File: config.mk
export PLATFORM = sky130hd
export DESIGN_NAME = timer_two
export DESIGN_NICKNAME = d
export VERILOG_FILES = /design/src/common/timer_two_pkg.sv /design/src/rtl/apb_byte_regs.sv /design/src/rtl/fall_edge_detect.sv /design/src/rtl/timer_two.sv
export VERILOG_INCLUDE_DIRS = /design/src /design/src/common
export SDC_FILE = /design/constraint.sdc
export NUM_CORES = 1
export LEC_CHECK = 0
export ABC_AREA = 1
export BUFFER_PORTS_ARGS = -buffer_cell sky130_fd_sc_hd__buf_2
export CAP_MARGIN = 10
export CORE_ASPECT_RATIO = 1.75
export CORE_MARGIN = 3
export CORE_UTILIZATION = 35
export CTS_CLUSTER_DIAMETER = 150
export DETAILED_ROUTE_END_ITERATION = 16
export GPL_TIMING_DRIVEN = 0
export PLACE_DENSITY = 0.64
export SYNTH_ARGS = -nofsm -noshare
export SYNTH_HDL_FRONTEND = slang
export SYNTH_SLANG_ARGS = --single-unit
File: constraint.sdc
create_clock -name sys_clk_i -period 2.2 [get_ports sys_clk_i]
set_input_delay 0.33 -clock sys_clk_i [delete_from_list [all_inputs] [get_ports sys_clk_i]]
set_output_delay 0.33 -clock sys_clk_i [all_outputs]
set_load 0.005 [all_outputs]
File: src/common/timer_two_defines.svh
`ifndef TIMER_TWO_DEFINES_SVH
`define TIMER_TWO_DEFINES_SVH

`define TMR_OFS_CONTROL    8'hC8
`define TMR_OFS_RCAP_LOW   8'hCA
`define TMR_OFS_RCAP_HIGH  8'hCB
`define TMR_OFS_CNT_LOW    8'hCC
`define TMR_OFS_CNT_HIGH   8'hCD
`define TMR_OFS_IRQ_STATUS 8'hD0
`define TMR_OFS_IRQ_ENABLE 8'hD4
`define TMR_OFS_IRQ_CLEAR  8'hD8

`define TMR_BIT_OVF_FLAG   7
`define TMR_BIT_TRIG_FLAG  6
`define TMR_BIT_RX_SRC     5
`define TMR_BIT_TX_SRC     4
`define TMR_BIT_TRIG_EN    3
`define TMR_BIT_RUN        2
`define TMR_BIT_CT_SEL     1
`define TMR_BIT_CAP_SEL    0

`define TMR_IRQ_OVF        0
`define TMR_IRQ_TRIG       1

`define TMR_RST_BYTE       8'h00
`define TMR_RST_WORD       16'h0000
`define TMR_TIMER_DIV      2

`endif

File: src/common/timer_two_pkg.sv
package timer_two_pkg;
	typedef logic [7:0]  byte_t;
	typedef logic [15:0] word_t;
	typedef logic [31:0] data_t;
	typedef enum logic [1:0] {
		EV_NONE,
		EV_RELOAD,
		EV_CAPTURE
	} trig_action_e;
endpackage

File: src/rtl/apb_byte_regs.sv
`timescale 1ns/1ps
`include "timer_two_defines.svh"
module apb_byte_regs (
	input  wire logic                  sys_clk_i,
	input  wire logic                  srst_i,
	input  wire logic                  psel_i,
	input  wire logic                  penable_i,
	input  wire logic                  pwrite_i,
	input  wire logic [7:0]            paddr_i,
	output logic                       wr_stb_o,
	output logic                       rd_stb_o,
	output logic                       pready_o
);
	import timer_two_pkg::*;

	assign pready_o = 1'b1;
	assign wr_stb_o = psel_i & penable_i & pwrite_i;
	assign rd_stb_o = psel_i & penable_i & ~pwrite_i;
endmodule

File: src/rtl/fall_edge_detect.sv
`timescale 1ns/1ps
module fall_edge_detect (
	input  wire logic sys_clk_i,
	input  wire logic srst_i,
	input  wire logic pin_i,
	output logic      fall_o
);
	logic prev_reg;

	always_ff @(posedge sys_clk_i) begin
		if (srst_i) begin
			prev_reg <= 1'b1;
		end else begin
			prev_reg <= pin_i;
		end
	end

	assign fall_o = prev_reg & ~pin_i;
endmodule

File: src/rtl/timer_two.sv
// Chosen here: the APB slave port.
`timescale 1ns/1ps
`include "timer_two_defines.svh"
module timer_two (
	input  wire logic                  sys_clk_i,
	input  wire logic                  srst_i,
	input  wire logic                  psel_i,
	input  wire logic                  penable_i,
	input  wire logic                  pwrite_i,
	input  wire logic [7:0]            paddr_i,
	input  wire timer_two_pkg::data_t  pwdata_i,
	output timer_two_pkg::data_t       prdata_o,
	output logic                       pready_o,
	output logic                       pslverr_o,
	input  wire logic                  external_count_pin_i,
	input  wire logic                  capture_reload_trigger_pin_i,
	input  wire logic                  timer1_overflow_i,
	output logic                       serial_rx_clock_o,
	output logic                       serial_tx_clock_o,
	output logic                       irq_o
);
	import timer_two_pkg::*;

	byte_t        ctrl_reg;
	word_t        rcap_reg;
	word_t        cnt_reg;
	logic         div_reg;
	logic [1:0]   irq_st_reg;
	logic [1:0]   irq_en_reg;
	data_t        prdata_reg;
	logic         ovf_pulse_reg;
	logic         wr_stb;
	logic         rd_stb;
	logic         cnt_fall;
	logic         trig_fall;
	logic         serial_mode;
	logic         tick;
	logic         overflow;
	logic         reload_now;
	logic         capture_now;
	trig_action_e trig_act;
	word_t        cnt_next;

	apb_byte_regs u_bus (
		.sys_clk_i (sys_clk_i),
		.srst_i    (srst_i),
		.psel_i    (psel_i),
		.penable_i (penable_i),
		.pwrite_i  (pwrite_i),
		.paddr_i   (paddr_i),
		.wr_stb_o  (wr_stb),
		.rd_stb_o  (rd_stb),
		.pready_o  (pready_o)
	);

	fall_edge_detect u_cnt_edge (
		.sys_clk_i (sys_clk_i),
		.srst_i    (srst_i),
		.pin_i     (external_count_pin_i),
		.fall_o    (cnt_fall)
	);

	fall_edge_detect u_trig_edge (
		.sys_clk_i (sys_clk_i),
		.srst_i    (srst_i),
		.pin_i     (capture_reload_trigger_pin_i),
		.fall_o    (trig_fall)
	);

	function automatic logic hit(input logic [7:0] a, input logic [7:0] ofs);
		hit = (a == ofs);
	endfunction

	assign pslverr_o = 1'b0;
	assign serial_mode = ctrl_reg[`TMR_BIT_RX_SRC] | ctrl_reg[`TMR_BIT_TX_SRC];

	// timer mode divider: one tick every two clocks
	always_ff @(posedge sys_clk_i) begin
		if (srst_i || !ctrl_reg[`TMR_BIT_RUN]) begin
			div_reg <= 1'b0;
		end else begin
			div_reg <= ~div_reg;
		end
	end

	always_comb begin
		if (!ctrl_reg[`TMR_BIT_RUN]) begin
			tick = 1'b0;
		end else if (ctrl_reg[`TMR_BIT_CT_SEL]) begin
			tick = cnt_fall;
		end else begin
			tick = div_reg;
		end
	end

	assign overflow = tick & (cnt_reg == 16'hFFFF);

	always_comb begin
		if (trig_fall && ctrl_reg[`TMR_BIT_TRIG_EN] && !serial_mode) begin
			trig_act = ctrl_reg[`TMR_BIT_CAP_SEL] ? EV_CAPTURE : EV_RELOAD;
		end else begin
			trig_act = EV_NONE;
		end
	end

	// overflow reload: in capture mode only while serial clocking forces it
	assign reload_now = (overflow && (!ctrl_reg[`TMR_BIT_CAP_SEL] || serial_mode))
		|| trig_act == EV_RELOAD;
	assign capture_now = (trig_act == EV_CAPTURE);

	always_comb begin
		if (reload_now) begin
			cnt_next = rcap_reg;
		end else if (tick) begin
			cnt_next = 16'(cnt_reg + 16'h0001);
		end else begin
			cnt_next = cnt_reg;
		end
	end

	always_ff @(posedge sys_clk_i) begin
		if (srst_i) begin
			cnt_reg <= `TMR_RST_WORD;
		end else if (wr_stb && hit(paddr_i, `TMR_OFS_CNT_LOW)) begin
			cnt_reg <= {cnt_reg[15:8], pwdata_i[7:0]};
		end else if (wr_stb && hit(paddr_i, `TMR_OFS_CNT_HIGH)) begin
			cnt_reg <= {pwdata_i[7:0], cnt_reg[7:0]};
		end else begin
			cnt_reg <= cnt_next;
		end
	end

	always_ff @(posedge sys_clk_i) begin
		if (srst_i) begin
			rcap_reg <= `TMR_RST_WORD;
		end else if (capture_now) begin
			rcap_reg <= cnt_reg;
		end else if (wr_stb && hit(paddr_i, `TMR_OFS_RCAP_LOW)) begin
			rcap_reg <= {rcap_reg[15:8], pwdata_i[7:0]};
		end else if (wr_stb && hit(paddr_i, `TMR_OFS_RCAP_HIGH)) begin
			rcap_reg <= {pwdata_i[7:0], rcap_reg[7:0]};
		end
	end

	// control: software write, hardware set wins
	always_ff @(posedge sys_clk_i) begin
		if (srst_i) begin
			ctrl_reg <= `TMR_RST_BYTE;
		end else begin
			if (wr_stb && hit(paddr_i, `TMR_OFS_CONTROL)) begin
				ctrl_reg <= pwdata_i[7:0];
			end
			if (overflow && !serial_mode) begin
				ctrl_reg[`TMR_BIT_OVF_FLAG] <= 1'b1;
			end
			if (trig_act != EV_NONE) begin
				ctrl_reg[`TMR_BIT_TRIG_FLAG] <= 1'b1;
			end
		end
	end

	always_ff @(posedge sys_clk_i) begin
		if (srst_i) begin
			ovf_pulse_reg <= 1'b0;
		end else begin
			ovf_pulse_reg <= overflow;
		end
	end

	assign serial_rx_clock_o = ctrl_reg[`TMR_BIT_RX_SRC] ? ovf_pulse_reg
		: timer1_overflow_i;
	assign serial_tx_clock_o = ctrl_reg[`TMR_BIT_TX_SRC] ? ovf_pulse_reg
		: timer1_overflow_i;

	// interrupt status: sticky, write-one-to-clear, set wins
	always_ff @(posedge sys_clk_i) begin
		if (srst_i) begin
			irq_st_reg <= 2'h0;
		end else begin
			if (wr_stb && hit(paddr_i, `TMR_OFS_IRQ_CLEAR)) begin
				irq_st_reg <= irq_st_reg & ~pwdata_i[1:0];
			end
			if (overflow && !serial_mode) begin
				irq_st_reg[`TMR_IRQ_OVF] <= 1'b1;
			end
			if (trig_act != EV_NONE) begin
				irq_st_reg[`TMR_IRQ_TRIG] <= 1'b1;
			end
		end
	end

	always_ff @(posedge sys_clk_i) begin
		if (srst_i) begin
			irq_en_reg <= 2'h0;
		end else if (wr_stb && hit(paddr_i, `TMR_OFS_IRQ_ENABLE)) begin
			irq_en_reg <= pwdata_i[1:0];
		end
	end

	assign irq_o = |(irq_st_reg & irq_en_reg);

	always_ff @(posedge sys_clk_i) begin
		if (srst_i) begin
			prdata_reg <= 32'h0000_0000;
		end else if (psel_i && !penable_i && !pwrite_i) begin
			if (hit(paddr_i, `TMR_OFS_CONTROL)) begin
				prdata_reg <= {24'h00_0000, ctrl_reg};
			end else if (hit(paddr_i, `TMR_OFS_RCAP_LOW)) begin
				prdata_reg <= {24'h00_0000, rcap_reg[7:0]};
			end else if (hit(paddr_i, `TMR_OFS_RCAP_HIGH)) begin
				prdata_reg <= {24'h00_0000, rcap_reg[15:8]};
			end else if (hit(paddr_i, `TMR_OFS_CNT_LOW)) begin
				prdata_reg <= {24'h00_0000, cnt_reg[7:0]};
			end else if (hit(paddr_i, `TMR_OFS_CNT_HIGH)) begin
				prdata_reg <= {24'h00_0000, cnt_reg[15:8]};
			end else if (hit(paddr_i, `TMR_OFS_IRQ_STATUS)) begin
				prdata_reg <= {30'h0000_0000, irq_st_reg};
			end else if (hit(paddr_i, `TMR_OFS_IRQ_ENABLE)) begin
				prdata_reg <= {30'h0000_0000, irq_en_reg};
			end else begin
				prdata_reg <= 32'h0000_0000;
			end
		end
	end

	assign prdata_o = prdata_reg;
endmodule

==> impl_metrics.ini <==
[status]
status = complete, no violations

[hold_path]
min_path_type = in2reg

[logic_synthesis]
netlist_instances = 571
ys_types = 42
yosys_warnings = 0
synth_area_leaders = dfxtp_1 (30%), nand2_1 (11%), nand3_1 (7.5%), inv_1 (6.2%), o21ai_0 (6.0%)
synth_top_area_share_pct = 29.6
avgSynthCellArea_um2 = 6.62
syn_area_mm2 = 0.00378
yosysTopAreaCell = dfxtp_1
ys_seq_elements = 56
synth_seq_area_share_pct = 29.6

[power]
leakage_nw = 1.78
ir_worst_vdd_mv = 0.406
power.density_mw_per_mm2 = 486

[final_layout]
antenna_cells = 0
drive_gt1_share_pct = 17.9
fill_cells = 1151
nNetsFinal = 685
area.growth.synth_to_final_pct = 15.5
post_layout_nonfiller_instances = 764

[sta]
finalMaxSlewViolations = 0
rsz0062_at_grt = false
holdWs_ns = 0.219
relSlewSlack_pct = 38.5
fin_skew_ns = 0.00593
fin_crit_ns = 2.12
max_freq_mhz = 471
setup_viol = 0
post-route-period-util_pct = 96.6
tns_ns = 0
layout_setup_ws_ns = 0.0758
final-hold-violation-count = 0
tightest_slew_ns = 0.916

[clock_network]
postCtsSetupRepairBufs = 0
cts_sinks = 56
cts_resized = 2
clk_pin_slew_ns = 0.08
numCtsBuffers = 5
cts_htree_levels = 2
cts_tree = yes
root_buffer = clkbuf_16
cts_buffer_depth = 2
cts_hold_buf = 0
clk_latency_ns = 0.30

[placed_design]
routabilityCongestion = 0.977
port_buffers = 34
hpwlAfterDp_mm = 11.6
dp.cells = 756
place_ws_ns = 0.0225

[grt]
grt_pass1_vias = 3825
grt_antenna_before_repair = 0
grt_max_degree = 17
grt_first_pass_wirelength_mm = 21.4
grt_overflow = 0
grt_use_total_pct = 23.2

[floorplanning]
die-area_mm2 = 0.0121
fp.dieH_um = 144
start_util_pct = 36.3
die_x_um = 84.6
fp-row-count = 49
core-area_mm2 = 0.0104
ioPinCount = 85

[worst_setup_path]
end_kind = flop
crit_path_start_kind = flop
critPathRequiredTime_ns = 2.36
arrival_ns = 2.28
reg2reg_slack_ns = 0.08
crit_path_max_fanout = 10
critPathKind = reg2reg

[job]
cap_violations = 0

[drt]
avgRoutedWirePerCell_um = 18.7
drt_iter0_markers = 465
first_pass_iters = 8
via_per_inst = 5.35
ant_nets = 0
vias = 4089
drc = 0
wl_mm = 14.3
==> kinds of logic (layout without fill, tap and decap cells) <==
family / after synthesis / after routing / share of synthesized area, %
other: 2 / 26 / 0.199
AOI/OAI and AO/OA: 134 / 134 / 20.8
xor gates and xnor gates: 9 / 9 / 2.08
and+or+nand+nor: 254 / 254 / 31.8
adders and majority gates: 1 / 1 / 0.331
DFF: 56 / 56 / 29.6
buffers and inverters: 115 / 157 / 15.1
==> layout make-up <==
type                       instances  area (um2)  area share [%]
timing repair buffer              34         170            3.90
tap                              127         159            3.64
multi-input combinational        424        2180            49.9
clock buffer                       6         129            2.95
buffer                            46         312            7.13
sequential                        56        1120            25.7
clock inverter                     2        35.0           0.802
inverter                          69         260            5.96
==> metal layers <==
layer / track usage, % / vias to the layer above / share of wire [%]
met5: 0 / - / 0
met4: 16.0 / 0 / 7.2
met3: 1.89 / 44 / 4.9
met2: 43.6 / 188 / 53
met1: 24.0 / 1870 / 35
li1: - / 1987 / -
==> critical path, cell delays in order, from the launching register on <==
cell,delay [ns]
dfxtp_2,0.41
ha_1,0.23
nand2_2,0.08
nor2_2,0.22
nand2_1,0.20
nor2_4,0.16
nand3_4,0.14
nand2_8,0.15
buf_8,0.14
nand2_1,0.05
o211ai_1,0.10
a21oi_2,0.07
==> path summary, 6_finish.rpt <==
path                                 from                        endpoint  cells after the start
setup / recovery  cnt_reg[1]$_SDFFE_PP0P_         cnt_reg[7]$_SDFFE_PP0P_                     11
hold / removal       external_count_pin_i  u_cnt_edge.prev_reg$_SDFF_PP1_                      3
setup reg to reg  cnt_reg[1]$_SDFFE_PP0P_         cnt_reg[7]$_SDFFE_PP0P_                     11
hold reg to reg        div_reg$_SDFF_PP0_              div_reg$_SDFF_PP0_                      1
==> cells in the final DEF, fill, tap and decap left out, drive strengths merged <==
| cell type | Yosys | routed |
|---|---|---|
| buf | 36 | 70 |
| a22o | 1 | 1 |
| conb | 2 | 26 |
| dfxtp | 56 | 56 |
| nand4 | 16 | 16 |
| nor4 | 1 | 1 |
| a31oi | 11 | 11 |
| xor2 | 7 | 7 |
| o21ai | 47 | 47 |
| xnor2 | 2 | 2 |
| o22ai | 2 | 2 |
| clkbuf | 10 | 16 |
| inv | 67 | 67 |
| or2 | 1 | 1 |
| ha | 1 | 1 |
| nand3 | 59 | 59 |
| nand2 | 120 | 120 |
| bufinv | 0 | 1 |
| a21oi | 52 | 52 |
| nor3 | 8 | 8 |
| o21bai | 5 | 5 |
| nor2 | 49 | 49 |
| clkinv | 2 | 3 |
| o211ai | 13 | 13 |
| o2111ai | 3 | 3 |
==> metrics by stage <==
stage	utilization, %	total power [W]	area (um2)
6_report	41.9	0.00212	4370
5_1_grt	41.9	0.00219	4370
4_1_cts	41.9	0.00213	4370
3_5_place_dp	40.3	0.00121	4200
3_3_place_gp	40.3	0.00121	4200
2_1_floorplan	-	0.00114	3870
==> Yosys cell counts <==
cell and n:
a31oi_1 11, xnor2_1 2, a21oi_1 44, or2_1 1, buf_4 28, nand4_4 1
nand3_2 1, o2111ai_1 3, o21bai_1 5, nor2_4 6, nand2_1 112, o21ai_0 45
nor3_1 7, dfxtp_1 56, nor2_1 41, nand3_4 1, o211ai_2 1, conb_1 2
clkinv_2 1, nand2_2 7, a22o_1 1, nand3_1 57, clkinv_1 1, buf_2 5
inv_2 5, nor2_2 2, nand2_8 1, inv_1 62, a21oi_2 8, nor3_2 1
nand4_1 15, o21ai_2 1, buf_12 1, xor2_1 7, nor4_1 1, buf_1 1
buf_8 1, o211ai_1 12, o21ai_1 1, o22ai_1 2, clkbuf_1 10, ha_1 1
==> power by group <==
group	switching [W]	total, W	internal (W)
registers	0.00000205	0.00102	0.00102
clock network	0.000396	0.000934	0.000538
logic	0.000109	0.000172	0.0000624
total	0.000508	0.00212	0.00162
(Power assumes the default switching activity.)
